--- config.mk ---
export PLATFORM = sky130hd
export DESIGN_NAME = pvsc_ctrl
export DESIGN_NICKNAME = d
export VERILOG_FILES = /design/src/core/pvsc_pkg.sv /design/src/core/pvsc_ctrl.sv
export SDC_FILE = /design/constraint.sdc
export NUM_CORES = 1
export LEC_CHECK = 0
export ABC_AREA = 0
export BUFFER_PORTS_ARGS = -buffer_cell sky130_fd_sc_hd__buf_2
export CORE_UTILIZATION = 49
export DETAILED_ROUTE_END_ITERATION = 16
export PLACE_DENSITY = 0.82
export SYNTH_ARGS = -nofsm -noshare
export SYNTH_HDL_FRONTEND = slang
export SYNTH_SLANG_ARGS = --single-unit
--- constraint.sdc ---
create_clock -name mclk -period 1.8 [get_ports mclk]
set_input_delay 0.36 -clock mclk [delete_from_list [all_inputs] [get_ports mclk]]
set_output_delay 0.36 -clock mclk [all_outputs]
set_load 0.05 [all_outputs]
--- src/core/pvsc_pkg.sv ---
package pvsc_pkg;

  // Register indices; byte address is four times the index
  localparam logic [9:0] IDX_CAL_CTRL   = 10'h018;
  localparam logic [9:0] IDX_SYNC_DELAY = 10'h019;
  localparam logic [9:0] IDX_STAT_DIV   = 10'h01A;
  localparam logic [9:0] IDX_STATUS     = 10'h01F;
  localparam logic [9:0] IDX_UPDATE     = 10'h232;

  localparam int ADDR_W = 12;

  // Calibration control fields
  localparam int CAL_NOW_BIT = 0;
  localparam int CAL_DIV_LSB = 1;
  localparam int CAL_DIV_MSB = 2;
  localparam logic [7:0] CAL_CTRL_RST = 8'h06;

  // Counter sync and path delay fields
  localparam int SYNC_MODE_LSB = 6;
  localparam int SYNC_MODE_MSB = 7;
  localparam int REF_DLY_LSB   = 3;
  localparam int REF_DLY_MSB   = 5;
  localparam int FB_DLY_LSB    = 0;
  localparam int FB_DLY_MSB    = 2;
  localparam logic [7:0] SYNC_DELAY_RST = 8'h00;

  localparam int STAT_DIV_BIT = 7;
  localparam logic [7:0] STAT_DIV_RST = 8'h00;

  localparam int UPDATE_BIT    = 0;
  localparam int STATUS_BUSY   = 0;

  // Calibration length in calibration-clock ticks
  localparam logic [7:0] CAL_TICKS = 8'h20;

  typedef enum logic [1:0] {
    PVSC_SYNC_NONE  = 2'b00,
    PVSC_SYNC_ASYNC = 2'b01,
    PVSC_SYNC_SYNC  = 2'b10,
    PVSC_SYNC_NONE2 = 2'b11
  } pvsc_sync_mode_t;

  typedef enum logic [0:0] {
    PVSC_CAL_IDLE = 1'b0,
    PVSC_CAL_RUN  = 1'b1
  } pvsc_cal_state_t;

  typedef struct packed {
    logic [ADDR_W-1:0] address;
    logic              read;
    logic              write;
    logic [31:0]       writedata;
  } pvsc_avm_req_t;

  typedef struct packed {
    logic [7:0] cal_ctrl;
    logic [7:0] sync_delay;
    logic [7:0] stat_div;
  } pvsc_regs_t;

endpackage

--- src/core/pvsc_ctrl.sv ---
// Chosen here: the Avalon-MM register port.
`timescale 1ns/10ps
// Overview of operation
// - Two-bit code divides reference clock by 2, 4, 8 or 16; default 16.
// - Calibration starts only when the active request bit rises from 0 to 1.
// - Sync mode bits 7:6: 00/11 none, 01 async reset, 10 sync reset.
// - Reference path delay field bits 5:3, reset zero.
// - Feedback path delay field, reset zero, same code mapping.
// - Status divide enable passes the status signal through divide by 4.
module pvsc_ctrl (
  input  wire logic        mclk,             // 40 MHz system clock
  input  wire logic        sys_rst,          // Synchronous reset, active high
  input  wire logic [11:0] avs_address,      // Byte address
  input  wire logic        avs_read,         // Read request
  input  wire logic        avs_write,        // Write request
  input  wire logic [31:0] avs_writedata,    // Write data
  output logic      [31:0] avs_readdata,     // Read data
  output logic             avs_waitrequest,  // Wait request
  input  wire logic        ref_tick,         // One pulse per reference clock period
  input  wire logic        sync_pin,         // External sync, active high
  input  wire logic        status_src,       // Signal routed to status pin
  output logic             status_pin,       // Status pin output
  output logic             counter_rst,      // Reset to reference and feedback counters
  output logic      [2:0]  ref_delay,        // Active reference path delay code
  output logic      [2:0]  fb_delay,         // Active feedback path delay code
  output logic             cal_busy          // Calibration in progress
);

  pvsc_pkg::pvsc_avm_req_t req;
  pvsc_pkg::pvsc_regs_t    shadow_r, shadow_nxt;
  pvsc_pkg::pvsc_regs_t    active_r, active_nxt;
  pvsc_pkg::pvsc_cal_state_t cal_st_r, cal_st_nxt;
  logic [7:0]  cal_cnt_r, cal_cnt_nxt;
  logic [3:0]  div_cnt_r, div_cnt_nxt;
  logic [3:0]  div_mask;
  logic        cal_tick;
  logic        cal_prev_r, cal_prev_nxt;
  logic        ack_r, ack_nxt;
  logic        wait_r, wait_nxt;
  logic [31:0] rdata_r, rdata_nxt;
  logic        crst_r, crst_nxt;
  logic [1:0]  sdiv_r, sdiv_nxt;
  logic        ssrc_prev_r, ssrc_prev_nxt;
  logic        busy_r, busy_nxt;
  logic        spin_r, spin_nxt;
  logic        update;
  logic [9:0]  idx;
  pvsc_pkg::pvsc_sync_mode_t smode;

  assign req = '{address: avs_address, read: avs_read, write: avs_write,
                 writedata: avs_writedata};
  assign idx = req.address[11:2];

  // Bus: one wait cycle, then the access completes on the edge where waitrequest is low
  always_comb begin
    ack_nxt    = (req.read | req.write) & ~ack_r;
    wait_nxt   = ~ack_nxt;
    rdata_nxt  = rdata_r;
    shadow_nxt = shadow_r;
    update     = 1'b0;
    // Read data latched on the request cycle, so it stands while waitrequest is low
    if (req.read && !ack_r) begin
      case (idx)
        pvsc_pkg::IDX_CAL_CTRL:   rdata_nxt = {24'h000000, shadow_r.cal_ctrl};
        pvsc_pkg::IDX_SYNC_DELAY: rdata_nxt = {24'h000000, shadow_r.sync_delay};
        pvsc_pkg::IDX_STAT_DIV:   rdata_nxt = {24'h000000, shadow_r.stat_div};
        pvsc_pkg::IDX_STATUS:     rdata_nxt = {31'h00000000, cal_busy};
        default:                  rdata_nxt = 32'h00000000;
      endcase
    end
    // Writes land only on the edge where waitrequest is low
    if (req.write && ack_r) begin
      case (idx)
        pvsc_pkg::IDX_CAL_CTRL:   shadow_nxt.cal_ctrl   = req.writedata[7:0];
        pvsc_pkg::IDX_SYNC_DELAY: shadow_nxt.sync_delay = req.writedata[7:0];
        pvsc_pkg::IDX_STAT_DIV:   shadow_nxt.stat_div   = req.writedata[7:0];
        pvsc_pkg::IDX_UPDATE:     update = req.writedata[pvsc_pkg::UPDATE_BIT];
        // Status is read-only; writes to it fall here and are dropped
        default:                  update = 1'b0;
      endcase
    end
  end

  // Shadow values reach the logic only on the update strobe
  // Reads show the shadow copy, so software can stage a full set first
  always_comb begin
    active_nxt = update ? shadow_r : active_r;
  end

  // Calibration clock divider and sequencer
  always_comb begin
    // Low divider bits that must all be set for a calibration tick
    div_mask     = 4'hF >> (2'd3 - active_r.cal_ctrl[pvsc_pkg::CAL_DIV_MSB:
                                                   pvsc_pkg::CAL_DIV_LSB]);
    cal_tick     = ref_tick && ((div_cnt_r & div_mask) == div_mask);
    // Free-running divider: a run's first tick may come up to one period early
    div_cnt_nxt  = ref_tick ? div_cnt_r + 4'h1 : div_cnt_r;
    // Previous request level for the rise detector
    cal_prev_nxt = active_r.cal_ctrl[pvsc_pkg::CAL_NOW_BIT];
    cal_st_nxt   = cal_st_r;
    cal_cnt_nxt  = cal_cnt_r;
    case (cal_st_r)
      pvsc_pkg::PVSC_CAL_IDLE: begin
        // Level of the request bit is ignored; only its rise starts a run
        if (active_r.cal_ctrl[pvsc_pkg::CAL_NOW_BIT] && !cal_prev_r) begin
          cal_st_nxt  = pvsc_pkg::PVSC_CAL_RUN;
          cal_cnt_nxt = pvsc_pkg::CAL_TICKS;
        end
      end
      pvsc_pkg::PVSC_CAL_RUN: begin
        // Rises during a run are lost; a new run needs a fresh 0 then 1
        if (cal_tick) begin
          cal_cnt_nxt = cal_cnt_r - 8'h01;
          if (cal_cnt_r == 8'h01) begin
            cal_st_nxt = pvsc_pkg::PVSC_CAL_IDLE;
          end
        end
      end
      default: cal_st_nxt = pvsc_pkg::PVSC_CAL_IDLE;
    endcase
    // Busy taken from the next state so the output flop tracks the state
    busy_nxt = (cal_st_nxt == pvsc_pkg::PVSC_CAL_RUN);
  end

  // Counter reset from sync pin
  always_comb begin
    smode = pvsc_pkg::pvsc_sync_mode_t'(active_r.sync_delay[pvsc_pkg::SYNC_MODE_MSB:
                                                            pvsc_pkg::SYNC_MODE_LSB]);
    case (smode)
      // Async mode still passes one flop, since every output is registered
      pvsc_pkg::PVSC_SYNC_ASYNC: crst_nxt = sync_pin;
      // Synchronous mode only changes the reset on a reference edge
      pvsc_pkg::PVSC_SYNC_SYNC:  crst_nxt = ref_tick ? sync_pin : crst_r;
      pvsc_pkg::PVSC_SYNC_NONE:  crst_nxt = 1'b0;
      default:                   crst_nxt = 1'b0;
    endcase
  end

  // Status pin with optional divide by 4 on rising edges
  always_comb begin
    // Edge detector resets low, the idle level of the source, so no false edge
    ssrc_prev_nxt = status_src;
    sdiv_nxt = (status_src && !ssrc_prev_r) ? sdiv_r + 2'b01 : sdiv_r;
    spin_nxt = active_r.stat_div[pvsc_pkg::STAT_DIV_BIT] ? sdiv_r[1] : status_src;
  end

  always_ff @(posedge mclk) begin
    if (sys_rst) begin
      ack_r    <= 1'b0;
      wait_r   <= 1'b1;
      rdata_r  <= 32'h00000000;
      shadow_r <= '{cal_ctrl: pvsc_pkg::CAL_CTRL_RST,
                    sync_delay: pvsc_pkg::SYNC_DELAY_RST,
                    stat_div: pvsc_pkg::STAT_DIV_RST};
    end else begin
      ack_r    <= ack_nxt;
      wait_r   <= wait_nxt;
      rdata_r  <= rdata_nxt;
      shadow_r <= shadow_nxt;
    end
  end

  always_ff @(posedge mclk) begin
    if (sys_rst) begin
      active_r <= '{cal_ctrl: pvsc_pkg::CAL_CTRL_RST,
                    sync_delay: pvsc_pkg::SYNC_DELAY_RST,
                    stat_div: pvsc_pkg::STAT_DIV_RST};
    end else begin
      active_r <= active_nxt;
    end
  end

  always_ff @(posedge mclk) begin
    if (sys_rst) begin
      cal_st_r   <= pvsc_pkg::PVSC_CAL_IDLE;
      cal_cnt_r  <= 8'h00;
      div_cnt_r  <= 4'h0;
      cal_prev_r <= 1'b0;
      busy_r     <= 1'b0;
    end else begin
      cal_st_r   <= cal_st_nxt;
      cal_cnt_r  <= cal_cnt_nxt;
      div_cnt_r  <= div_cnt_nxt;
      cal_prev_r <= cal_prev_nxt;
      busy_r     <= busy_nxt;
    end
  end

  always_ff @(posedge mclk) begin
    if (sys_rst) begin
      crst_r <= 1'b0;
    end else begin
      crst_r <= crst_nxt;
    end
  end

  always_ff @(posedge mclk) begin
    if (sys_rst) begin
      sdiv_r      <= 2'b00;
      ssrc_prev_r <= 1'b0;
      spin_r      <= 1'b0;
    end else begin
      sdiv_r      <= sdiv_nxt;
      ssrc_prev_r <= ssrc_prev_nxt;
      spin_r      <= spin_nxt;
    end
  end

  assign avs_readdata    = rdata_r;
  assign avs_waitrequest = wait_r;
  assign status_pin      = spin_r;
  assign counter_rst     = crst_r;
  // Codes leave raw; the code-to-delay table lives in the delay cells
  assign ref_delay       = active_r.sync_delay[pvsc_pkg::REF_DLY_MSB:
                                               pvsc_pkg::REF_DLY_LSB];
  assign fb_delay        = active_r.sync_delay[pvsc_pkg::FB_DLY_MSB:
                                               pvsc_pkg::FB_DLY_LSB];
  assign cal_busy        = busy_r;

endmodule

==> key figures, run 1 <==
Run status
  • Status: finished, final reports clean

Critical path
  • Reg2reg end: cal_cnt_r[4]$_SDFFE_PP0P_
  • R2R depth: 6
  • Max FO, Critical Path: 3
  • R2R Path Start: cal_cnt_r[0]$_SDFFE_PP0P_
  • Flop2flop setup slack: approximately 0.085 ns
  • Most frequent CP cell: inv_1
  • Worst path bufs/invs: 2
  • Slowest cell on the critical path: or3_2
  • Crit-path cells: inv_1 -> ha_1 -> inv_1 -> or3_2 -> or4_1 -> a21boi_0
  • Critical path launch point type: flop
  • Arrival @ worst endpoint: 2.00 ns
  • CP peak stage delay: approximately 0.42 ns
  • Crit Path Class: flop to flop
  • Largest delay share family, worst path: simple AND/OR/NAND/NOR gates
  • Critical Path RT: approximately 2.1 ns
  • CP endpoint kind: flop

CTS
  • Clk sinks: 65
  • H-tree depth: 3
  • CTS clk-pin slew, worst paths: approximately 0.08 ns
  • TritonCTS clock tree: yes
  • CTS buffer count: 9
  • Post-CTS Resized: 0
  • Skew-Pair Late Insertion Delay: between 0.3 and 0.4 ns
  • Clock Tree Buf Depth: 2
  • Hold Buf Count CTS: 0
  • Post-CTS setup buffers: 0
  • CTS root buffer: clkbuf_8

Synth
  • Register area share after synthesis: 0.4261
  • Yosys reg bits: 65
  • Warnings, synthesis: 0
  • Dominant cells by area after synthesis: dfxtp_1, mux2i_1, buf_4
  • Main synth FF type: dfxtp_1
  • Post-synth cell types: 47
  • Post-synth EDFFs: 0
  • Post-synth top area cell: dfxtp_1
  • Synth top area share: 0.4261
  • Synthesized instance count: approximately 330
  • Post-Syn Area per Cell: approximately 9.3 um^2
  • Async S/R FF share, synth: 0
  • Mapped cell area: slightly above 3000 um^2

Finish
  • Layout area overhead: 13.44%
  • ANT cells: 0
  • Share of cells above drive strength 1: 0.2196
  • Core Util, Final: 0.5817
  • Commonest non-fill, non-tap cell in the layout: dfxtp_1
  • Final net count: about 430
  • Post-Layout Inst Area: between 3000 and 4000 um^2
  • Commonest non-fill, non-tap cells in the layout: dfxtp_1, nor2_1, mux2i_1

Drt
  • DRC viols: 0
  • Vias/cell: approximately 5.2
  • Initial DRC Count: approximately 160
  • 1st-pass router iterations: 5
  • Routed wire length per instance: 13.48 um
  • Vias: around 2300
  • Antenna viol nets, final: 0
  • Total wire length: 6105 um

Timing
  • Fmax: between 500 and 600 MHz
  • Min Tclk post-route: about 1.7 ns
  • Worst-Margin Slew: a little under 0.6 ns
  • Final Hold Vio Count: 0
  • Max-Slew Margin vs Limit: 0.6113
  • Clock Skew: 0.01122 ns
  • Final period utilization: 0.9526
  • Fin Setup TNS: 0 ns
  • Final setup violation count: 0
  • Max Transition Viols Final: 0
  • Unrepaired setup endpoints after global routing: false

Power and ir drop
  • Pwr Density: slightly above 800 nW/um^2
  • Peak VDD IR: 0.4534 mV
  • Leak Pwr: around 0.0016 uW

Placement
  • Dpl hpwl: between 4000 and 5000 um
  • RePlAce Congestion: approximately 0.83
  • Port Buf Inserts: 42
  • Placed Area: 3278 um^2

Floorplan
  • Row count: 28
  • Vert. Die Dim: about 81 um
  • CORE AREA: a little under 6000 um^2
  • Num ports: 93
  • DIE AREA: around 6600 um^2
  • Starting density of the core: 0.5128
  • Width of the die: slightly above 80 um

Global routing
  • GRT overflow: 0
  • Total Routing Usage GR: 0.1992
  • Largest net degree at the start of global routing: a little under 60
  • First-pass GRT wire length: around 9700 um
  • Initial antenna violation count: 0
  • Vias in the first global route: roughly 2100

Job
  • Max-Cap Viols: 0

Min path
  • Worst Hold Class: input port to flop
  • HP Start: avs_write
  • Worst Hold End: avs_waitrequest$_SDFF_PP1_
  • Hold path depth: 2
[through the flow]
stage          worst slack (ns)  power, uW  hold slack, ns  cells
3_5_place_dp            0.08638       1763          0.4615    437
2_1_floorplan            0.1308       1735          0.4416    352
5_1_grt                0.008691       2957          0.2628    453
3_3_place_gp             0.1125       1758          0.4336    437
6_report                0.08541       2860          0.2399    453
4_1_cts                 0.06668       2872          0.2364    453
[metal layers]
layer / share of wire / wire [um] / up-vias / global-route usage
li1: - / - / 1176 / -
met1: 0.47 / 2864 / 1077 / 0.2672
met2: 0.45 / 2766 / 71 / 0.2899
met3: 0.051 / 309 / 14 / 0.03933
met4: 0.027 / 164 / 0 / 0.1286
met5: 0 / 0 / - / 0
[power by group]
part           total, uW  internal, uW  switching [uW]  leakage, uW
clock network       1130           535             593    0.0000805
logic                269          62.6             206     0.000989
registers           1460          1450            11.2     0.000526
total               2860          2050             810      0.00160
[synth_stat cells, drive strengths merged (2+ instances only)]
master / instances
dfxtp: 65
nor2: 49
mux2i: 45
buf: 37
nand2: 17
o21ai: 13
inv: 10
a21oi: 9
nor3: 9
clkbuf: 8
nand4: 8
a22o: 7
nor2b: 6
ha: 4
nand3: 4
or3: 4
a211oi: 3
nor4b: 3
or4: 3
xor2: 3
nand2b: 2
nor3b: 2
xnor2: 2
[kinds of logic (layout without fill, tap and decap cells)]
group,count (synthesis),count (layout),synth area share
DFF,65,65,0.4261
adders and majority gates,4,4,0.01639
AOI/OAI and AO/OA,40,40,0.08562
other,1,24,0.001228
muxes,45,45,0.1475
buffers and inverters,55,81,0.1073
xor gates and xnor gates,5,5,0.01434
and+or+nand+nor,114,114,0.2016
[worst max-delay path by stage]
stage	from	to	slack, ns	cells after the start
2_1_floorplan	cal_busy$_SDFF_PP0_	cal_cnt_r[4]$_SDFFE_PP0P_	0.13	5
3_3_place_gp	cal_cnt_r[3]$_SDFFE_PP0P_	cal_busy$_SDFF_PP0_	0.11	4
3_5_place_dp	cal_cnt_r[3]$_SDFFE_PP0P_	cal_busy$_SDFF_PP0_	0.09	4
4_1_cts	cal_cnt_r[3]$_SDFFE_PP0P_	cal_busy$_SDFF_PP0_	0.07	4
5_1_grt	cal_cnt_r[0]$_SDFFE_PP0P_	cal_cnt_r[4]$_SDFFE_PP0P_	0.009	6
6_report	cal_cnt_r[0]$_SDFFE_PP0P_	cal_cnt_r[4]$_SDFFE_PP0P_	0.09	6
[registers in the layout (all words and copies together) (netlist names)]
name             cells
cal_prev_r           1
ack_r                1
cal_cnt_r            8
ssrc_prev_r          1
shadow_r            24
active_r             6
cal_busy             1
div_cnt_r            4
status_pin           1
sdiv_r               2
avs_readdata         8
avs_waitrequest      1
fb_delay             3
ref_delay            3
counter_rst          1
[area by class of cell]
type	instances	area (um^2)
fillers	510	2491
multi-input cells	232	1516
flip-flops and latches	65	1303
repair buffers	55	332.8
clock buffers	10	137.6
well taps	75	93.84
clock inverters	6	43.79
inverters	10	37.54
Power figures use the tool's default switching activity.
==> run 2, diff against run 1 <==
PLACE_DENSITY = 0.87   (was 0.82)
==> run 2 against run 1 <==
Non-clock buffer count increased by 2; largest cell class unchanged; first-iteration DRC count down 20%; highest routed layer unchanged; via count is 2.4% higher; cell area rose by 0.58%; combinational power about the same; critical endpoint is now cal_busy$_SDFF_PP0_.
==> key figures, run 2 (same netlist as run 1, synthesis figures left out) <==
Drt
  • Initial DRC Count: 131 (-20%)
  • Vias: 2395 (+2.4%)
  • DRC viols: 0 (unchanged)
  • Total wire length: 6058 um (-0.77%)
  • 1st-pass router iterations: 4 (-1)
  • Vias/cell: 5.275 (+2.2%)
  • Antenna viol nets, final: 0 (unchanged)
  • Routed wire length per instance: 13.34 um (-0.99%)

Placement
  • Placed cells: 439 (+0.46%)
  • Dpl hpwl: 4314 um (+2.4%)
  • Port Buf Inserts: 42 (unchanged)
  • RePlAce Congestion: 0.8395 (+0.66%)

Floorplan
  • CORE AREA: 5956 um^2 (unchanged)
  • Vert. Die Dim: 80.95 um (unchanged)
  • Num ports: 93 (unchanged)
  • Width of the die: 80.95 um (unchanged)
  • DIE AREA: 6553 um^2 (unchanged)
  • Row count: 28 (unchanged)
  • Starting density of the core: 0.5128 (unchanged)

Timing
  • Fin Setup TNS: 0 ns (unchanged)
  • Final setup violation count: 0 (unchanged)
  • Max-Slew Margin vs Limit: 0.6269 (+0.01566)
  • Unrepaired setup endpoints after global routing: false
  • Final Hold Vio Count: 0 (unchanged)
  • Clock Skew: 0.003080 ns (-0.008142 ns)
  • Min Tclk post-route: 1.699 ns (-0.01550 ns)
  • Worst-Margin Slew: 0.5596 ns (-0.02349 ns)
  • Fmax: 588.6 MHz (+0.91%)
  • Final period utilization: 0.9439 (-0.008613)
  • Max Transition Viols Final: 0 (unchanged)

CTS
  • Skew-Pair Late Insertion Delay: 0.33 ns (-0.03 ns)
  • CTS buffer count: 9 (unchanged)
  • H-tree depth: 3 (unchanged)
  • CTS clk-pin slew, worst paths: 0.07 ns (about the same)
  • Hold Buf Count CTS: 0 (unchanged)
  • Clock Tree Buf Depth: 2 (unchanged)
  • Clk sinks: 65 (unchanged)
  • Post-CTS setup buffers: 0 (unchanged)
  • CTS root buffer: clkbuf_8
  • TritonCTS clock tree: yes

Global routing
  • Initial antenna violation count: 0 (unchanged)
  • First-pass GRT wire length: 9901 um (+2.2%)
  • Total Routing Usage GR: 0.2018 (+0.002573)
  • GRT overflow: 0 (unchanged)
  • Vias in the first global route: 2139 (+2.0%)
  • Largest net degree at the start of global routing: 36 (-38%)

Critical path
  • Max FO, Critical Path: 5 (+2)
  • Setup crit start: cal_cnt_r[3]$_SDFFE_PP0P_
  • Crit Path Class: flop to flop
  • Arrival @ worst endpoint: 1.91 ns (-0.09 ns)
  • R2R depth: 4 (-2)
  • Flop2flop setup slack: 0.10 ns (+0.02 ns)
  • Critical path launch point type: flop
  • R2R Path Start: cal_cnt_r[3]$_SDFFE_PP0P_
  • Crit path capture: cal_busy$_SDFF_PP0_
  • CP endpoint kind: flop
  • Reg2reg end: cal_busy$_SDFF_PP0_
  • Critical Path RT: 2.01 ns (-0.08 ns)

Finish
  • Share of cells above drive strength 1: 0.2216 (+0.002059)
  • Largest Register: shadow_r
  • Commonest non-fill, non-tap cells in the layout: dfxtp_1, nor2_1, mux2i_1
  • Post-route insts no fill: 454 (+0.22%)
  • FILL cells: 498 (-2.4%)
  • Final net count: 430 (+0.47%)
  • Max FFs per register: 24 (unchanged)
  • Commonest non-fill, non-tap cell in the layout: dfxtp_1
  • ANT cells: 0 (unchanged)
  • Layout area overhead: 14.09%

Power and ir drop
  • Leak Pwr: 0.001626 uW (+1.9%)
  • Peak VDD IR: 0.4192 mV (-7.5%)
  • Pwr Density: 847.1 nW/um^2 (+2.6%)

Min path
  • Worst Hold Class: input port to flop
  • HP Start: status_src

Run status
  • Status: finished, final reports clean

Job
  • Max-Cap Viols: 0 (unchanged)
==> run 2: how the worst min path moves through the flow <==
stage	to	depth (start not counted)
floorplan	cal_cnt_r[7]$_SDFFE_PP0P_	2
global placement	avs_readdata[0]$_SDFFE_PP0P_	2
detailed placement	avs_readdata[5]$_SDFFE_PP0P_	1
CTS	ssrc_prev_r$_SDFF_PP0_	2
global route	avs_waitrequest$_SDFF_PP1_	2
finish	ssrc_prev_r$_SDFF_PP0_	2
==> run 2: worst max-delay path, cell delays in order (launching register included) <==
cell and delay [ns]:
dfxtp_1 0.34, or4_4 0.54, or4b_4 0.53, nor3_2 0.11
nor3_1 0.06
==> run 2: what timing repair did <==
action / in CTS / in global routing
endpoints found under the setup margin: 0 / 2
gates resized for setup: 0 / 3
endpoints found under the hold margin: 0 / 0
==> run 2: layout make-up <==
type | count | area (um^2) | share of cell area
Multi-Input combinational cell | 232 | 1520 | 0.4363
Clock inverter | 3 | 40.04 | 0.01149
Inverter | 10 | 37.54 | 0.01077
Clock buffer | 12 | 155.1 | 0.04452
Tap cell | 75 | 93.84 | 0.02693
Timing Repair Buffer | 57 | 335.3 | 0.09623
Sequential cell | 65 | 1303 | 0.3738
==> run 2: power by group <==
| part | internal [uW] | switching [uW] |
|---|---|---|
| Sequential | 1450 | 11.6 |
| Combinational | 61.3 | 206 |
| Clock | 703 | 516 |
| Total | 2220 | 734 |
==> run 2: through the flow <==
stage	hold slack [ns]	setup slack (ns)	power, uW	util	cell area, um^2
floorplan	0.4416	0.1308	1735	-	3142
global placement	0.4340	0.1209	1756	0.5508	3281
detailed placement	0.4646	0.09372	1763	0.5508	3281
CTS	0.2509	0.08532	2979	0.5836	3476
global route	0.2695	0.01250	3068	0.5851	3485
finish	0.2654	0.1009	2952	0.5851	3485
==> run 2: layer usage <==
layer / global-route usage / vias up / routed length [um]
li1: - / 1178 / -
met1: 0.2510 / 1125 / 2824
met2: 0.3193 / 78 / 2768
met3: 0.03820 / 14 / 309
met4: 0.1286 / 0 / 156
met5: 0 / - / 0
==> run 3, diff against run 2 <==
CORE_UTILIZATION = 46   (was 49)
PLACE_DENSITY = 0.86   (was 0.87)
clock period = 1.5 ns   (was 1.8 ns; I/O delays follow)
==> run 3 against run 2 <==
The flow now finishes with violations (setup timing); critical path depth unchanged; power up 26%; combinational power up 29%; first-iteration DRC count down 7.6%; critical endpoint unchanged.
==> key figures, run 3 (same netlist as run 1, synthesis figures left out) <==
Min path
  • Worst Hold End: avs_waitrequest$_SDFF_PP1_
  • Hold path depth: 2 (unchanged)
  • Worst Hold Class: input port to flop
  • HP Start: avs_write

Critical path
  • R2R Path Start: cal_cnt_r[2]$_SDFFE_PP0P_
  • Crit-path cells: or4_4 -> or4b_4 -> nor3_2 -> nor3_1
  • Max FO, Critical Path: 3 (-2)
  • Critical path launch point type: flop
  • Worst path bufs/invs: 0 (unchanged)
  • Slowest cell on the critical path: or4_4
  • Reg2reg end: cal_busy$_SDFF_PP0_
  • Critical Path RT: 1.72 ns (-0.29 ns)
  • Largest delay share family, worst path: simple AND/OR/NAND/NOR gates
  • Crit Path Class: flop to flop
  • Arrival @ worst endpoint: 1.89 ns (-0.02 ns)
  • CP peak stage delay: 0.54 ns (about the same)
  • Flop2flop setup slack: -0.17 ns (-0.27 ns)
  • R2R depth: 4 (unchanged)
  • CP endpoint kind: flop

Placement
  • RePlAce Congestion: 0.8164 (-2.8%)
  • Dpl hpwl: 4629 um (+7.3%)
  • Port Buf Inserts: 42 (unchanged)
  • Placed Area: 3437 um^2 (+4.8%)

Job
  • Max-Cap Viols: 0 (unchanged)

Drt
  • Vias/cell: 5.119 (-3.0%)
  • Antenna viol nets, final: 0 (unchanged)
  • Initial DRC Count: 121 (-7.6%)
  • Total wire length: 6529 um (+7.8%)
  • Vias: 2452 (+2.4%)
  • 1st-pass router iterations: 4 (unchanged)
  • DRC viols: 0 (unchanged)
  • Routed wire length per instance: 13.63 um (+2.1%)

Global routing
  • Largest net degree at the start of global routing: 27 (-25%)
  • Vias in the first global route: 2300 (+7.5%)
  • GRT overflow: 0 (unchanged)
  • Initial antenna violation count: 0 (unchanged)
  • First-pass GRT wire length: 10580 um (+6.8%)
  • Total Routing Usage GR: 0.1932 (-0.008521)

CTS
  • CTS root buffer: clkbuf_8
  • Skew-Pair Late Insertion Delay: 0.34 ns (about the same)
  • H-tree depth: 3 (unchanged)
  • CTS buffer count: 9 (unchanged)
  • Clk sinks: 65 (unchanged)
  • TritonCTS clock tree: yes
  • CTS clk-pin slew, worst paths: 0.07 ns (about the same)
  • Clock Tree Buf Depth: 2 (unchanged)

Timing
  • Unrepaired setup endpoints after global routing: true
  • Final WS setup: -0.1707 ns (-0.2717 ns)
  • Min Tclk post-route: 1.671 ns (-0.02835 ns)
  • Fmax: 598.5 MHz (+1.7%)
  • Final setup violation count: 2 (+2)
  • Worst-Margin Slew: 0.5653 ns (+0.005709 ns)
  • Clock Skew: 0.006887 ns (+0.003807 ns)
  • Final period utilization: 1.114 (+0.1699)
  • Max-Slew Margin vs Limit: 0.6231 (-0.003805)
  • Max Transition Viols Final: 0 (unchanged)
  • Final Hold Vio Count: 0 (unchanged)

Finish
  • Max FFs per register: 24 (unchanged)
  • Post-Layout Inst Area: 3706 um^2 (+6.4%)
  • FILL cells: 539 (+8.2%)
  • Commonest non-fill, non-tap cells in the layout: dfxtp_1, nor2_1, mux2i_1
  • Largest Register: shadow_r
  • Core Util, Final: 0.5803 (-0.004755)
  • Layout area overhead: 21.34%
  • ANT cells: 0 (unchanged)
  • Final net count: 452 (+5.1%)
  • Commonest non-fill, non-tap cell in the layout: dfxtp_1
  • Share of cells above drive strength 1: 0.2910 (+0.06941)

Power and ir drop
  • Leak Pwr: 0.001754 uW (+7.9%)
  • Peak VDD IR: 0.6694 mV (+60%)
  • Tot Pwr: 3707 uW (+26%)
  • Pwr Density: 1000 nW/um^2 (+18%)

Floorplan
  • Starting density of the core: 0.4783 (-0.03456)
  • Num ports: 93 (unchanged)
  • Vert. Die Dim: 83.49 um (+3.1%)
  • CORE AREA: 6386 um^2 (+7.2%)
  • Width of the die: 83.49 um (+3.1%)
  • Row count: 29 (+3.6%)
  • DIE AREA: 6970 um^2 (+6.4%)

Run status
  • Status: finished with violations
  • Failing checks: setup timing
## run 3: cell types whose count changed in the layout (fill, tap and decap cells not counted), moves of 2 or more
| cell | previous run | this run |
|---|---|---|
| dfxtp_2 | 1 | 3 |
| inv_1 | 10 | 7 |
| buf_4 | 14 | 36 |
| dfxtp_1 | 64 | 61 |
| clkinv_4 | 0 | 3 |
| inv_2 | 0 | 3 |
## run 3: power breakdown
part | switching, uW | internal, uW | total (uW)
logic | 255 | 91.0 | 346
registers | 9.48 | 1740 | 1750
clock network | 692 | 919 | 1610
total | 957 | 2750 | 3710
## run 3: final cells by class
type / count / area (um^2) / area share
Inverter: 10 / 37.54 / 0.01013
Timing Repair Buffer: 79 / 500.5 / 0.1350
Clock inverter: 5 / 61.31 / 0.01654
Sequential cell: 65 / 1309 / 0.3531
Tap cell: 77 / 96.34 / 0.02600
Multi-Input combinational cell: 232 / 1539 / 0.4153
Clock buffer: 11 / 162.7 / 0.04389
## run 3: layer usage
layer  routed length (um)  track usage  vias to the layer above
met5                    0            0                        -
met4                  111      0.09245                        0
met3                  324      0.04451                        9
met2                 3095       0.3159                       69
met1                 2997       0.2411                     1156
li1                     -            -                     1218
## run 3: worst register-to-register path: cells and delay by family, from the launching register on
family,cells,cell delay (ns)
flops,1,0.32
simple gates,4,1.23
## run 3: worst max-delay path by stage
stage                              startpoint                         to  slack [ns]  depth (start not counted)
finish              cal_cnt_r[2]$_SDFFE_PP0P_        cal_busy$_SDFF_PP0_       -0.17                          4
global route        cal_cnt_r[2]$_SDFFE_PP0P_        cal_busy$_SDFF_PP0_       -0.25                          4
detailed placement             avs_address[4]  ref_delay[2]$_SDFFE_PP0P_       -0.20                          6
floorplan           cal_cnt_r[2]$_SDFFE_PP0P_        cal_busy$_SDFF_PP0_       -0.16                          4
global placement    cal_cnt_r[3]$_SDFFE_PP0P_        cal_busy$_SDFF_PP0_       -0.18                          4
CTS                 cal_cnt_r[2]$_SDFFE_PP0P_        cal_busy$_SDFF_PP0_       -0.18                          4
## run 3: repair_timing
action | in CTS | in global routing
endpoints found under the setup margin | 3 | 15
pin swaps | 1 | 1
gates resized for setup | 8 | 6
buffers inserted | 1 | 1
hold buffers | 0 | 0
## run 3: stage by stage
step           setup slack, ns  setup TNS [ns]  instances  hold slack [ns]
6_report               -0.1707         -0.2533        479           0.2159
3_5_place_dp           -0.2043          -4.107        461           0.4433
4_1_cts                -0.1830         -0.2711        478           0.1976
2_1_floorplan          -0.1556         -0.4260        352           0.4282
3_3_place_gp           -0.1772          -3.063        461           0.4457
5_1_grt                -0.2453         -0.4997        479           0.2190
